## config.mk

```make
export PLATFORM = sky130hd
export DESIGN_NAME = swd_drive_gen
export DESIGN_NICKNAME = d
export VERILOG_FILES = /design/src/swd_pkg.sv /design/src/swd_svm.sv /design/src/swd_drive_gen.sv
export SDC_FILE = /design/constraint.sdc
export NUM_CORES = 1
export LEC_CHECK = 0
export BUFFER_PORTS_ARGS = -buffer_cell sky130_fd_sc_hd__buf_2
export CELL_PAD_IN_SITES_DETAIL_PLACEMENT = 0
export CELL_PAD_IN_SITES_GLOBAL_PLACEMENT = 2
export CORE_ASPECT_RATIO = 0.75
export CORE_MARGIN = 2
export CORE_UTILIZATION = 43
export CTS_CLUSTER_SIZE = 20
export DETAILED_ROUTE_END_ITERATION = 10
export PLACE_DENSITY = 0.91
export SLEW_MARGIN = 5
export SYNTH_ARGS = -nofsm -noshare
export SYNTH_HDL_FRONTEND = slang
export SYNTH_SLANG_ARGS = --single-unit
```

## constraint.sdc

```tcl
create_clock -name clk_sys -period 44.2 [get_ports clk_sys]
set_input_delay 8.84 -clock clk_sys [delete_from_list [all_inputs] [get_ports clk_sys]]
set_output_delay 8.84 -clock clk_sys [all_outputs]
set_load 0.02 [all_outputs]
```

## src/swd_pkg.sv

```systemverilog
// Purpose: Shared constants and carriers for the sine-wave drive generator
// Assumes: 200 MHz system clock, synchronous active-high reset
// Notes: Analogue levels arrive as 8-bit codes, 0x00 = 0.5 V, 0xFF = 4.5 V
package swd_pkg;
  // ----------------------------------------
  // Timing
  // ----------------------------------------
  localparam int CLK_PERIOD_NS = 5;
  localparam int PWM_PERIOD_CYC = 64;
  localparam int PWM_HALF_CYC = PWM_PERIOD_CYC / 2;
  // Hall period counter prescale per range: 0 -> /4, 1 -> /8, 2 -> /1
  localparam logic [1:0] RANGE_RESET = 2'h0;
  localparam logic [3:0] PRESC_R00 = 4'h3;
  localparam logic [3:0] PRESC_R01 = 4'h7;
  localparam logic [3:0] PRESC_R1X = 4'h0;
  localparam logic [15:0] HALL_PER_MAX = 16'hFFFF;
  localparam logic [15:0] HALL_PER_MIN = 16'h0040;
  // ----------------------------------------
  // Level thresholds, code = (V - 0.5) * 255 / 4
  // ----------------------------------------
  localparam logic [7:0] DUTY_ON_CODE = 8'h10;   // 0.75 V
  localparam logic [7:0] DUTY_OFF_CODE = 8'h0A;  // 0.65 V
  localparam logic [4:0] LEAD_OFF_CODE = 5'h00;  // 0.2 V, below scale
  // ----------------------------------------
  // Register bit positions
  // ----------------------------------------
  localparam int MOD_MANUAL_BIT = 7;
  localparam int MOD_FORCE_SINE_BIT = 6;
  localparam int DRV_SQUARE_BIT = 7;
  localparam logic [7:0] MOD_CTRL_RESET = 8'h00;
  localparam logic [7:0] DRV_CTRL_RESET = 8'h00;
  // Lead angle: 0..31 -> 0..58 degrees of a 0..383 angle (6 sectors x 64)
  localparam logic [8:0] ANGLE_FULL = 9'h180;
  localparam logic [8:0] SECTOR_STEP = 9'h040;

  typedef enum logic [1:0] {
    SWD_SQUARE = 2'b00,
    SWD_SINE = 2'b01
  } swd_mode_t;

  typedef struct packed {
    logic [1:0] predict_range_sel;
    logic [4:0] lead_angle_code;
    logic [7:0] modulation_ctrl_reg;
    logic [7:0] drive_ctrl_reg;
    logic [7:0] duty_code;
    logic serial_mode;
  } swd_cfg_t;

  typedef struct packed {
    logic u_hi;
    logic u_lo;
    logic v_hi;
    logic v_lo;
    logic w_hi;
    logic w_lo;
  } swd_gate_t;
endpackage

```

## src/swd_svm.sv

```systemverilog
// Purpose: Space-vector modulator, angle to three phase levels
// Assumes: Angle 0..383 in sixty-four steps per sixty degrees
// Notes: Min-max injected sine, 6-bit output levels
`timescale 1ns/1ps
`default_nettype none
module swd_svm (
  input wire logic clk_sys,
  input wire logic srst,
  input wire logic [8:0] angle,
  input wire logic [7:0] amp,
  output logic [5:0] mod_u,
  output logic [5:0] mod_v,
  output logic [5:0] mod_w
);
  import swd_pkg::*;

  // ----------------------------------------
  // Sine approximation
  // ----------------------------------------
  // Triangle-shaped sine is cheap; SVM injection rounds the flat top
  function automatic logic signed [7:0] tri_sin(input logic [8:0] a);
    logic [8:0] m;
    m = (a >= ANGLE_FULL) ? 9'(a - ANGLE_FULL) : a;
    if (m < 9'h060) tri_sin = 8'(m);
    else if (m < 9'h120) tri_sin = 8'(9'h0C0 - m);
    else tri_sin = 8'(m - 9'h180);
  endfunction

  function automatic logic [8:0] add_ang(input logic [8:0] a,
                                          input logic [8:0] b);
    logic [9:0] s;
    s = {1'b0, a} + {1'b0, b};
    add_ang = (s >= {1'b0, ANGLE_FULL}) ? 9'(s - {1'b0, ANGLE_FULL})
                                        : 9'(s);
  endfunction

  logic signed [7:0] su, sv, sw, smax, smin, off;
  logic signed [15:0] pu, pv, pw;

  always_comb begin
    su = tri_sin(angle);
    sv = tri_sin(add_ang(angle, 9'h100));
    sw = tri_sin(add_ang(angle, 9'h080));
    smax = (su > sv) ? su : sv;
    smax = (sw > smax) ? sw : smax;
    smin = (su < sv) ? su : sv;
    smin = (sw < smin) ? sw : smin;
    off = 8'((16'(smax) + 16'(smin)) >>> 1);
    pu = 16'(su - off) * $signed({1'b0, amp});
    pv = 16'(sv - off) * $signed({1'b0, amp});
    pw = 16'(sw - off) * $signed({1'b0, amp});
  end

  // ----------------------------------------
  // Registered levels centred at half carrier
  // ----------------------------------------
  always_ff @(posedge clk_sys) begin
    if (srst) begin
      mod_u <= 6'h20;
      mod_v <= 6'h20;
      mod_w <= 6'h20;
    end else begin
      mod_u <= 6'(7'sh20 + 7'(pu >>> 10));
      mod_v <= 6'(7'sh20 + 7'(pv >>> 10));
      mod_w <= 6'(7'sh20 + 7'(pw >>> 10));
    end
  end
endmodule  // swd_svm
`default_nettype wire

```

## src/swd_drive_gen.sv

```systemverilog
// Purpose: Sine-wave drive generator: angle predictor, mode select, PWM
// Assumes: Hall pins and levels asynchronous; analogue levels as codes
// Notes: Square-wave output is six-step high-side PWM, complement on the low side of the same leg
// Function
// - Each sixty-degree Hall change is the reference for angle prediction.
// - Two-bit range field selects Hall frequency range tracked by predictor.
// - Range field resets to 00, the 0.8 to 80 Hz range.
// - Automatic sine drive only while predicted angle matches Hall pattern.
// - Sine entry needs hit, lead level above 0.3 V, duty above 0.75 V; the logic uses the 0.2 V lead code for entry.
// - Sine left when duty below 0.65 V or lead below 0.2 V.
// - Square force wins; else manual bit lets forced-sine bit pick mode.
// - Manual bit 7, forced-sine bit 6; square force drive bit 7.
// - Modulator turns predicted angle into three phase levels U, V, W.
// - PWM compares levels with triangle carrier driving six gate outputs.
// - Lead shift of 0 to 58 degrees from pin level or register code.
// - Host reads current, then writes lead code instead of the pin.
// - Duty condition taken from duty pin or duty register code.
// - Triangle carrier period is 64 system clocks.
// - Motor always starts in six-step square drive; manual forced-sine in serial mode selects sine even at standstill.
`timescale 1ns/1ps
`default_nettype none
module swd_drive_gen (
  input wire logic clk_sys,
  input wire logic srst,
  input wire logic [2:0] hall_inputs,
  input wire logic [4:0] lead_angle_input,
  input wire logic [7:0] duty_input,
  input wire logic [7:0] current_sense_out,
  input wire swd_pkg::swd_cfg_t cfg,
  output var swd_pkg::swd_gate_t gates,
  output logic sine_active,
  output logic predict_hit,
  output logic [7:0] current_readback_reg,
  output logic [15:0] hall_period
);
  import swd_pkg::*;

  // ----------------------------------------
  // Input synchronisers
  // ----------------------------------------
  logic [2:0] hall_s1_reg, hall_s2_reg, hall_prev_reg;
  logic [4:0] lead_s1_reg, lead_s2_reg;
  logic [7:0] duty_s1_reg, duty_s2_reg, cur_s1_reg;
  always_ff @(posedge clk_sys) begin
    if (srst) begin
      hall_s1_reg <= 3'h0;
      hall_s2_reg <= 3'h0;
      lead_s1_reg <= 5'h00;
      lead_s2_reg <= 5'h00;
      duty_s1_reg <= 8'h00;
      duty_s2_reg <= 8'h00;
      cur_s1_reg <= 8'h00;
      current_readback_reg <= 8'h00;
    end else begin
      hall_s1_reg <= hall_inputs;
      hall_s2_reg <= hall_s1_reg;
      lead_s1_reg <= lead_angle_input;
      lead_s2_reg <= lead_s1_reg;
      duty_s1_reg <= duty_input;
      duty_s2_reg <= duty_s1_reg;
      cur_s1_reg <= current_sense_out;
      current_readback_reg <= cur_s1_reg;
    end
  end

  // Level codes cross as words; accept one only after two equal reads
  // so a torn sample never reaches a threshold compare
  logic [4:0] lead_s3_reg, lead_lvl_reg;
  logic [7:0] duty_s3_reg, duty_lvl_reg;
  always_ff @(posedge clk_sys) begin
    if (srst) begin
      lead_s3_reg <= 5'h00;
      duty_s3_reg <= 8'h00;
      lead_lvl_reg <= 5'h00;
      duty_lvl_reg <= 8'h00;
    end else begin
      lead_s3_reg <= lead_s2_reg;
      duty_s3_reg <= duty_s2_reg;
      if (lead_s2_reg == lead_s3_reg) lead_lvl_reg <= lead_s2_reg;
      if (duty_s2_reg == duty_s3_reg) duty_lvl_reg <= duty_s2_reg;
    end
  end

  // Hall pattern to sector 0..5, 7 = invalid
  function automatic logic [2:0] hall_sector(input logic [2:0] h);
    case (h)
      3'b001: hall_sector = 3'h0;
      3'b011: hall_sector = 3'h1;
      3'b010: hall_sector = 3'h2;
      3'b110: hall_sector = 3'h3;
      3'b100: hall_sector = 3'h4;
      3'b101: hall_sector = 3'h5;
      default: hall_sector = 3'h7;
    endcase
  endfunction

  // ----------------------------------------
  // Angle predictor
  // ----------------------------------------
  logic hall_edge;
  logic [2:0] sector;
  logic [3:0] presc_reg, presc_top;
  logic [15:0] per_cnt_reg;
  logic [21:0] frac_reg;
  logic [5:0] sub_angle_reg;
  logic [8:0] base_angle, angle_next;
  logic [9:0] lead_shift;
  logic [4:0] lead_code;
  assign sector = hall_sector(hall_s2_reg);
  // Reset value of the previous pattern is no Hall code; no false edge
  assign hall_edge = (hall_s2_reg != hall_prev_reg) &&
                     (hall_sector(hall_prev_reg) != 3'h7);
  assign lead_code = cfg.serial_mode ? cfg.lead_angle_code
                                     : lead_lvl_reg;
  always_comb begin
    case (cfg.predict_range_sel)
      RANGE_RESET: presc_top = PRESC_R00;
      2'b01: presc_top = PRESC_R01;
      default: presc_top = PRESC_R1X;
    endcase
  end

  always_ff @(posedge clk_sys) begin
    if (srst) begin
      hall_prev_reg <= 3'h0;
      presc_reg <= 4'h0;
      per_cnt_reg <= 16'h0000;
      hall_period <= HALL_PER_MAX;
      frac_reg <= 22'h0;
      sub_angle_reg <= 6'h00;
      predict_hit <= 1'b0;
    end else begin
      hall_prev_reg <= hall_s2_reg;
      presc_reg <= (presc_reg >= presc_top) ? 4'h0 : 4'(presc_reg + 4'h1);
      if (hall_edge) begin
        hall_period <= per_cnt_reg;
        per_cnt_reg <= 16'h0000;
        frac_reg <= 22'h0;
        // Hit: prediction had run at least 56 of the 64 sector steps on the last period
        predict_hit <= (sub_angle_reg >= 6'h38) && (sector != 3'h7) &&
                       (per_cnt_reg >= HALL_PER_MIN) &&
                       (per_cnt_reg != HALL_PER_MAX);
        sub_angle_reg <= 6'h00;
      end else if (presc_reg == 4'h0) begin
        if (per_cnt_reg != HALL_PER_MAX) begin
          per_cnt_reg <= 16'(per_cnt_reg + 16'h1);
        end else begin
          predict_hit <= 1'b0;
        end
        if (frac_reg + 22'h40 >= {6'h0, hall_period}) begin
          frac_reg <= 22'(frac_reg + 22'h40 - {6'h0, hall_period});
          if (sub_angle_reg != 6'h3F) begin
            sub_angle_reg <= 6'(sub_angle_reg + 6'h1);
          end
        end else begin
          frac_reg <= 22'(frac_reg + 22'h40);
        end
      end
    end
  end

  // Lead 0..31 codes -> 0..62 steps, i.e. about 0..58 degrees
  always_comb begin
    base_angle = 9'(({6'h0, sector} * 9'(SECTOR_STEP)) + 9'(sub_angle_reg));
    lead_shift = 10'(base_angle) + {4'h0, lead_code, 1'b0};
    angle_next = (lead_shift >= 10'(ANGLE_FULL)) ?
                 9'(lead_shift - 10'(ANGLE_FULL)) : 9'(lead_shift);
  end

  logic [5:0] mod_u, mod_v, mod_w;
  logic [7:0] duty_code;
  assign duty_code = cfg.serial_mode ? cfg.duty_code : duty_lvl_reg;

  swd_svm u_svm (
    .clk_sys(clk_sys),
    .srst(srst),
    .angle(angle_next),
    .amp(duty_code),
    .mod_u(mod_u),
    .mod_v(mod_v),
    .mod_w(mod_w)
  );

  // ----------------------------------------
  // Triangle carrier
  // ----------------------------------------
  logic [5:0] car_cnt_reg;
  logic [5:0] tri_lvl;
  logic period_end;
  always_ff @(posedge clk_sys) begin
    if (srst) car_cnt_reg <= 6'h00;
    else car_cnt_reg <= 6'(car_cnt_reg + 6'h1);
  end
  assign period_end = (car_cnt_reg == 6'(PWM_PERIOD_CYC - 1));
  assign tri_lvl = car_cnt_reg[5] ? 6'({~car_cnt_reg[4:0], 1'b1})
                                  : 6'({car_cnt_reg[4:0], 1'b0});

  // ----------------------------------------
  // Mode select
  // ----------------------------------------
  logic auto_on, auto_off, want_sine;
  logic auto_state_reg;
  swd_mode_t mode_reg;
  // Fixed code compares stand in for the analogue comparators
  assign auto_on = predict_hit && (lead_code > LEAD_OFF_CODE) &&
                   (duty_code > DUTY_ON_CODE);
  assign auto_off = !predict_hit || (duty_code < DUTY_OFF_CODE) ||
                    (lead_code <= LEAD_OFF_CODE);
  always_ff @(posedge clk_sys) begin
    if (srst) auto_state_reg <= 1'b0;
    else if (auto_off) auto_state_reg <= 1'b0;
    else if (auto_on) auto_state_reg <= 1'b1;
  end
  always_comb begin
    if (cfg.serial_mode && cfg.drive_ctrl_reg[DRV_SQUARE_BIT])
      want_sine = 1'b0;
    else if (cfg.serial_mode && cfg.modulation_ctrl_reg[MOD_MANUAL_BIT])
      want_sine = cfg.modulation_ctrl_reg[MOD_FORCE_SINE_BIT];
    else
      want_sine = auto_state_reg;
  end
  always_ff @(posedge clk_sys) begin
    if (srst) begin
      mode_reg <= SWD_SQUARE;
    end else if (period_end) begin
      case (mode_reg)
        SWD_SQUARE: mode_reg <= want_sine ? SWD_SINE : SWD_SQUARE;
        SWD_SINE: mode_reg <= want_sine ? SWD_SINE : SWD_SQUARE;
        default: mode_reg <= SWD_SQUARE;
      endcase
    end
  end
  // Flag kept in its own flop, changing on the same edge as the mode
  always_ff @(posedge clk_sys) begin
    if (srst) sine_active <= 1'b0;
    else if (period_end) sine_active <= want_sine;
  end

  // ----------------------------------------
  // Gate outputs
  // ----------------------------------------
  logic sq_pwm;
  assign sq_pwm = ({2'h0, tri_lvl} < duty_code[7:0] >> 2);
  always_ff @(posedge clk_sys) begin
    if (srst) begin
      gates <= '0;
    end else if (mode_reg == SWD_SINE) begin
      gates.u_hi <= mod_u > tri_lvl;
      gates.u_lo <= !(mod_u > tri_lvl);
      gates.v_hi <= mod_v > tri_lvl;
      gates.v_lo <= !(mod_v > tri_lvl);
      gates.w_hi <= mod_w > tri_lvl;
      gates.w_lo <= !(mod_w > tri_lvl);
    end else begin
      // Six-step: PWM high side, complement on same leg, one low side on
      gates.u_hi <= (sector == 3'h0 || sector == 3'h1) && sq_pwm;
      gates.u_lo <= (sector == 3'h0 || sector == 3'h1) ? !sq_pwm
                    : (sector == 3'h3 || sector == 3'h4);
      gates.v_hi <= (sector == 3'h2 || sector == 3'h3) && sq_pwm;
      gates.v_lo <= (sector == 3'h2 || sector == 3'h3) ? !sq_pwm
                    : (sector == 3'h5 || sector == 3'h0);
      gates.w_hi <= (sector == 3'h4 || sector == 3'h5) && sq_pwm;
      gates.w_lo <= (sector == 3'h4 || sector == 3'h5) ? !sq_pwm
                    : (sector == 3'h1 || sector == 3'h2);
    end
  end

  // ----------------------------------------
  // Checks
  // ----------------------------------------
  AST_MODE_AT_BOUNDARY: assert property (@(posedge clk_sys) disable iff (srst)
    $changed(mode_reg) |-> $past(period_end)) else
    $error("Mode changed off a carrier boundary");
  AST_SQUARE_FORCE: assert property (@(posedge clk_sys) disable iff (srst)
    (cfg.serial_mode && cfg.drive_ctrl_reg[DRV_SQUARE_BIT]) [*2]
    ##0 period_end |=> !sine_active) else
    $error("Square force did not stop sine drive");
  AST_AUTO_NEEDS_HIT: assert property (@(posedge clk_sys) disable iff (srst)
    $rose(auto_state_reg) |-> $past(predict_hit)) else
    $error("Automatic sine without prediction hit");
  AST_ENTRY_LEVELS: assert property (@(posedge clk_sys) disable iff (srst)
    $rose(auto_state_reg) |-> $past(duty_code) > DUTY_ON_CODE) else
    $error("Sine entry below duty threshold");
  AST_EXIT_DUTY: assert property (@(posedge clk_sys) disable iff (srst)
    duty_code < DUTY_OFF_CODE |=> !auto_state_reg) else
    $error("Sine kept with duty below exit level");
  AST_CARRIER_PERIOD: assert property (@(posedge clk_sys) disable iff (srst)
    period_end |=> !period_end [*8] ##56 period_end) else
    $error("Carrier period not 64 cycles");
  AST_RANGE_PRESC: assert property (@(posedge clk_sys) disable iff (srst)
    cfg.predict_range_sel == 2'b01 |-> presc_top == 4'h7) else
    $error("Wrong prescale for range 01");
  AST_GATE_NO_SHOOT: assert property (@(posedge clk_sys) disable iff (srst)
    !(gates.u_hi && gates.u_lo) && !(gates.v_hi && gates.v_lo) &&
    !(gates.w_hi && gates.w_lo)) else
    $error("High and low side on together");
endmodule  // swd_drive_gen
`default_nettype wire

```

# After elaboration in Yosys (flattened, before gate mapping)
# Cells that the tools add are included.
dict set report op_classes {
  magnitude_cmp 28
  addsub 29
  n_eq_ne 28
  n_reduce_logical 36
  bitwise 1
  n_mul 3
  muxes 34
}
# operator n
set op_table {}
lappend op_table {{$mux W8} 11}
lappend op_table {{$mux W9} 6}
lappend op_table {{$sub A9 B9 Y9 const B} 6}
lappend op_table {{$mul A9 B9 Y16} 3}
lappend op_table {{$pmux W3 S6} 2}
lappend op_table {{$ge A10 B9 Y1 const B} 3}
lappend op_table {{$ge A9 B9 Y1 const B} 3}
lappend op_table {{$lt A9 B7 Y1 const B} 3}
lappend op_table {{$lt A9 B9 Y1 const B} 3}
lappend op_table {{$sub A8 B8 Y9} 3}
lappend op_table {{$eq A3 B3 Y1 const B} 8}
lappend op_table {{$sub A8 B8 Y8 const A} 3}
lappend op_table {{$sub A8 B8 Y8 const B} 3}
lappend op_table {{$add A22 B7 Y22 const B} 1}
lappend op_table {{$ge A22 B16 Y1} 1}
lappend op_table {{$mux W22} 1}
lappend op_table {{$sub A22 B16 Y22} 1}
lappend op_table {{$add A6 B6 Y6 const A} 3}
lappend op_table {{$eq A3 B2 Y1 const B} 6}
lappend op_table {{$gt A6 B6 Y1} 3}
lappend op_table {{$add A16 B1 Y16 const B} 1}
lappend op_table {{$ge A16 B7 Y1 const B} 1}
lappend op_table {{$gt A8 B8 Y1} 2}
lappend op_table {{$lt A8 B8 Y1} 2}
lappend op_table {{39 further kinds} 80}
dict set report word_totals {
  wordCells 191
  register_bits 176
}

# Longest topological paths before layout
dict set report logic_depth {
  word_depth 22
  mapped_depth 81
  mapped_depth_nobuf 75
}

# Modules after synthesis
# A second synthesis with hierarchy kept.
dict set report hier_totals {
  cells_unflattened 2197
  hier_area_um2 18890.6
}
# module cells_per_inst seq_area_each_um2 area_per_inst_um2 instances
set by_module_without_submodules {}
lappend by_module_without_submodules {swd_svm 1255 360.3 10664.0 1}
lappend by_module_without_submodules {swd_drive_gen 942 3123.0 8226.6 1}

# Worst setup path before layout
# Ideal clock, no wire load.
dict set report synth_path {
  path_kind {input to register}
  startpoint {input port cfg[0] in the netlist's numbering}
  endpoint {register u_svm.mod_v[5]}
  path_slack_ps 19202
  setup_ps 117
  path_stages 76
  arrival_ps 24881
  cell_sequence {clkbuf_1 clkbuf_1 mux2_2 ha_1 buf_4 a211oi_2 o31a_2 xnor2_1 a221oi_4 inv_1 ha_1 a41o_2 and2_4 nor2_1 inv_2 ha_1 or2_2 a41oi_1 [40 not listed] nand2_1 fa_1 inv_1 fa_1 fa_1 inv_1 fa_1 inv_1 ha_1 a21o_1 a21o_1 a21oi_1 nor2b_1 o21a_1 o41ai_1 xnor2_1 xnor2_1 nand2b_1}
}
dict set report synth_via {
  elab_chain_cells 20
}
# element line
set synth_rtl {}
lappend synth_rtl {{from (decl)} swd_drive_gen.sv:29} ;# input wire swd_pkg::swd_cfg_t cfg,
lappend synth_rtl {{$mux W5} swd_drive_gen.sv:113} ;# assign lead_code = cfg.serial_mode ? cfg.lead_angle_code
lappend synth_rtl {{$add A9 B6 Y10} swd_drive_gen.sv:165} ;# lead_shift = 10'(base_angle) + {4'h0, lead_code, 1'b0};
lappend synth_rtl {{$sub A9 B9 Y9 / $ge A10 B9 Y1 (equally long branches)} {swd_drive_gen.sv:167, swd_drive_gen.sv:166}}
lappend synth_rtl {{$mux W9} swd_drive_gen.sv:166} ;# angle_next = (lead_shift >= 10'(ANGLE_FULL)) ?
lappend synth_rtl {{$add A9 B9 Y10} swd_svm.sv:32} ;# s = {1'b0, a} + {1'b0, b};
lappend synth_rtl {{$sub A9 B9 Y9 / $ge A10 B9 Y1 (equally long branches)} swd_svm.sv:33} ;# add_ang = (s >= {1'b0, ANGLE_FULL}) ? 9'(s - {1'b0, ANGLE_FULL})
lappend synth_rtl {{$mux W9} swd_svm.sv:33}
lappend synth_rtl {{$sub A9 B9 Y9 / $ge A9 B9 Y1 (equally long branches)} swd_svm.sv:23} ;# m = (a >= ANGLE_FULL) ? 9'(a - ANGLE_FULL) : a;
lappend synth_rtl {{[4 not listed]} n/a}
lappend synth_rtl {{$gt A8 B8 Y1 / $lt A8 B8 Y1 (equally long branches)} {swd_svm.sv:44, swd_svm.sv:46}}
lappend synth_rtl {{$mux W8 (on tied branches)} {swd_svm.sv:44, swd_svm.sv:46}}
lappend synth_rtl {{$gt A8 B8 Y1 / $lt A8 B8 Y1 (equally long branches)} {swd_svm.sv:45, swd_svm.sv:47}}
lappend synth_rtl {{$mux W8 (on tied branches)} {swd_svm.sv:45, swd_svm.sv:47}}
lappend synth_rtl {{$add A8 B8 Y9} swd_svm.sv:48} ;# off = 8'((16'(smax) + 16'(smin)) >>> 1);
lappend synth_rtl {{$sub A8 B8 Y9} swd_svm.sv:50} ;# pv = 16'(sv - off) * $signed({1'b0, amp});
lappend synth_rtl {{$mul A9 B9 Y16 *} swd_svm.sv:50}
lappend synth_rtl {{$add A6 B6 Y6 *} swd_svm.sv:64} ;# mod_v <= 6'(7'sh20 + 7'(pv >>> 10));
lappend synth_rtl {{to (signal assigned)} swd_svm.sv:64}
lappend synth_rtl {{to (decl)} swd_svm.sv:12} ;# output logic [5:0] mod_v,
# Mark *: on every way between the ends. The rest lies on a longest branch, timed or not.
# A chain may end at the register's enable or synchronous reset.

# Worst setup path after layout
dict set report layout_path {
  startpoint {input port cfg[0] in the netlist's numbering}
  endpoint {register u_svm.mod_u[5]}
}
dict set report layout_via {
  elab_chain_cells 20
}
# element line
set layout_rtl {}
lappend layout_rtl {{$mux W5} swd_drive_gen.sv:113}
lappend layout_rtl {{$add A9 B6 Y10} swd_drive_gen.sv:165}
lappend layout_rtl {{$sub A9 B9 Y9 / $ge A10 B9 Y1 (equally long branches)} {swd_drive_gen.sv:167, swd_drive_gen.sv:166}}
lappend layout_rtl {{$mux W9} swd_drive_gen.sv:166}
lappend layout_rtl {{$add A9 B9 Y10} swd_svm.sv:32}
lappend layout_rtl {{$sub A9 B9 Y9 / $ge A10 B9 Y1 (equally long branches)} swd_svm.sv:33}
lappend layout_rtl {{$mux W9} swd_svm.sv:33}
lappend layout_rtl {{$sub A9 B9 Y9 / $ge A9 B9 Y1 (equally long branches)} swd_svm.sv:23}
lappend layout_rtl {{[4 not listed]} n/a}
lappend layout_rtl {{$gt A8 B8 Y1 / $lt A8 B8 Y1 (equally long branches)} {swd_svm.sv:44, swd_svm.sv:46}}
lappend layout_rtl {{$mux W8 (on tied branches)} {swd_svm.sv:44, swd_svm.sv:46}}
lappend layout_rtl {{$gt A8 B8 Y1 / $lt A8 B8 Y1 (equally long branches)} {swd_svm.sv:45, swd_svm.sv:47}}
lappend layout_rtl {{$mux W8 (on tied branches)} {swd_svm.sv:45, swd_svm.sv:47}}
lappend layout_rtl {{$add A8 B8 Y9} swd_svm.sv:48}
lappend layout_rtl {{$sub A8 B8 Y9} swd_svm.sv:49} ;# pu = 16'(su - off) * $signed({1'b0, amp});
lappend layout_rtl {{$mul A9 B9 Y16 *} swd_svm.sv:49}
lappend layout_rtl {{$add A6 B6 Y6 *} swd_svm.sv:63} ;# mod_u <= 6'(7'sh20 + 7'(pu >>> 10));
lappend layout_rtl {{to (signal assigned)} swd_svm.sv:63}
lappend layout_rtl {{to (decl)} swd_svm.sv:11} ;# output logic [5:0] mod_u,
# Marked as above.

==> run summary <==
Yosys top cell area share = 18.7%
HP Start = cur_s1_reg[3]
Die height = 184 um
Synth warn = 0
Cell variety after synth = 90
Clock skew = 0.0122 ns
Final Max Tran Viols = 0
Actual slew at the worst max-slew pin = 1.24 ns
RSZ-0062 raised after global routing = false
Nets@finish = 2648
Setup CP Type = input pin to flop
DP HPWL = 36100 um
Most used cell, CP = ha_1
Req. time, crit path = 44.51 ns
Clock Latency Late Sink = 0.44 ns
Hold/Removal Path Class = flop to flop
Syn avg cell area = 8.47 um2
Port-buffer cells = 76
Via density per instance = 5.24
Synth cell count leaders = inv_1, nor2_1, ha_1
Main synth FF type = dfxtp_1
Reg-to-reg endpoint = u_svm.mod_u[5]
DRC viols = 0
Core Area = 0.0431 mm2
Critical Path End Type = flop
Setup bufs post-CTS = 0
Post-CTS sizing = 0
Initial antenna violation count = 1
Mapped Nets = 2611
Vias = 14800
H-tree depth = 4
Cell Rows = 66
WL per Instance = 16.2 um
Mapped Cells = 2202
CTS hold repair buffers = 0
Total Wirelength = 45700 um
F_max = 36.7 MHz
# fillers = 4230
Synth area leaders = dfxtp_1, fa_1, ha_1, inv_1, nor2_1
Iteration-0 DRC Markers = 922
TritonCTS Sinks = 174
Total Routing Usage GR = 20.7%
Worst hold margin = 0.437 ns
Synthesized cell area = 0.0186 mm2
Max-cap violations = 0
Global-route wire length before repair = 74600 um
Final period util = 61.7%
Critical path's largest stage delay = 0.63 ns
Reg2reg setup slack = 25.63 ns
Setup violators final = 0
Max reg flops = 22
Pin count of the biggest net entering global routing = 100
Clock root buffer = clkbuf_16
CP max FO = 18
Most numerous cell in the Yosys netlist = inv_1
TritonCTS buffer count = 17
Die X-Extent = 244 um
Post-synth EDFFs = 0
Worst EP arrival = 27.58 ns
GPL Wtd Cong = 0.844
RR Startpoint = lead_lvl_reg[0]
Overflow left after global routing = 0
Ports = 90
Seq/Total Area, Yosys = 18.7%
Starting density of the core = 43.3%
Die Area = 0.0451 mm2
Reg clk slew, reported paths = 0.07 ns
WHS Path Cells = 1
Fraction of registers with async set/reset = 0%
Setup tns final = 0 ns
Ant. Diodes = 0
CP Launch Type = input pin
Largest area contributor in the netlist = dfxtp_1
Vias in the first global route = 14400
Hold Path End = current_readback_reg[3]
CTS tree = built
Clock buffer depth = 2
Pre-Repair DR Iteration Count = 5
Antenna-violating nets left = 0
Relative slew slack = 17.0%
Worst reg2reg path depth = 71
#FFs+latches synth = 174
Hold Vio Cnt, Final = 0
Syn-to-layout area delta = 8.17%
Slowest cell on the critical path = xor2_1
Run status = complete, no violations
Fraction of layout cells with a size suffix above 1 = 9.10%
Tmin final = 27.26 ns
cells in the final DEF, fill, tap and decap left out, types with 6 or more instances in the layout:
master / synthesis / routed
inv_1: 322 / 322
nor2_1: 269 / 269
ha_1: 193 / 193
dfxtp_1: 174 / 174
fa_1: 158 / 158
xnor2_1: 107 / 107
nor2b_1: 95 / 95
a21oi_1: 92 / 92
nand2_1: 91 / 91
buf_2: 6 / 75
o21ai_0: 57 / 57
xor2_1: 56 / 56
mux2i_1: 60 / 55
nand2b_1: 48 / 48
nand3_1: 38 / 38
nor3_1: 35 / 35
a21o_1: 28 / 28
or2_2: 27 / 27
nand4_1: 22 / 22
a211o_1: 20 / 20
buf_4: 2 / 18
and2_1: 17 / 17
clkbuf_16: 0 / 17
and3_1: 16 / 16
a31oi_1: 15 / 15
nor4_1: 14 / 14
mux2_2: 11 / 11
o21bai_1: 11 / 11
or3_1: 11 / 11
o21a_1: 8 / 8
o211ai_1: 8 / 8
a211oi_1: 8 / 8
mux2i_2: 2 / 6
o31ai_1: 6 / 6
cells by family (layout without fill, tap and decap cells):
logic type | count (synthesis) | count (layout) | synth area share [%]
simple gates | 720 | 720 | 19.3
buf+inv | 401 | 451 | 8.29
fa+ha+maj | 356 | 356 | 30.2
compound gates | 310 | 310 | 11.5
flops | 174 | 174 | 18.7
xor+xnor | 165 | 165 | 7.83
mux | 76 | 76 | 4.27
per-stage QoR:
step                      util [%]  instance area [um2]  setup slack [ns]  cells
after global placement        45.4                19600             16.80   2798
after global routing          46.8                20200             15.67   2830
after floorplan                  -                18600             19.20   2202
after detailed placement      45.4                19600             16.62   2798
final                         46.8                20200             16.94   2830
after CTS                     46.8                20200             17.03   2830
worst max path at each step:
stage | from | cells past startpoint | end | slack [ns]
6_report | cfg[0] | 72 | u_svm.mod_u[5] | 16.94
2_1_floorplan | cfg[0] | 76 | u_svm.mod_v[5] | 19.20
5_1_grt | cfg[0] | 72 | u_svm.mod_v[5] | 15.67
3_5_place_dp | cfg[0] | 71 | u_svm.mod_u[5] | 16.62
4_1_cts | cfg[0] | 71 | u_svm.mod_v[5] | 17.03
3_3_place_gp | cfg[0] | 71 | u_svm.mod_v[5] | 16.80
cell type report:
class / count / area [um2] / share of cell area, %
Tap cell: 578 / 723 / 3.59
Multi-Input combinational cell: 1627 / 13600 / 67.7
Timing Repair Buffer: 93 / 510 / 2.53
Clock inverter: 13 / 141 / 0.701
Inverter: 326 / 1220 / 6.07
Sequential cell: 174 / 3480 / 17.3
Clock buffer: 19 / 443 / 2.20
critical path, delay by kind of cell:
| kind | cells | cell delay (ns) |
|---|---|---|
| buffers and inverters | 8 | 1.47 |
| XOR/XNOR | 5 | 1.64 |
| multiplexers | 5 | 1.86 |
| AO/OA/AOI/OAI | 27 | 6.68 |
| AND/OR/NAND/NOR | 13 | 2.05 |
| adder cells (fa/ha/maj) | 14 | 4.98 |
per-layer routing:
metal,share of wire (%),vias up,GRT usage [%]
met5,0,-,0
met4,0.86,0,3.49
met3,3.6,25,2.40
met2,44,231,32.8
met1,51,7276,30.5
li1,-,7291,-
Power is not shown: default switching activity piles up to over one toggle a cycle in this logic, so the estimate is an artifact.
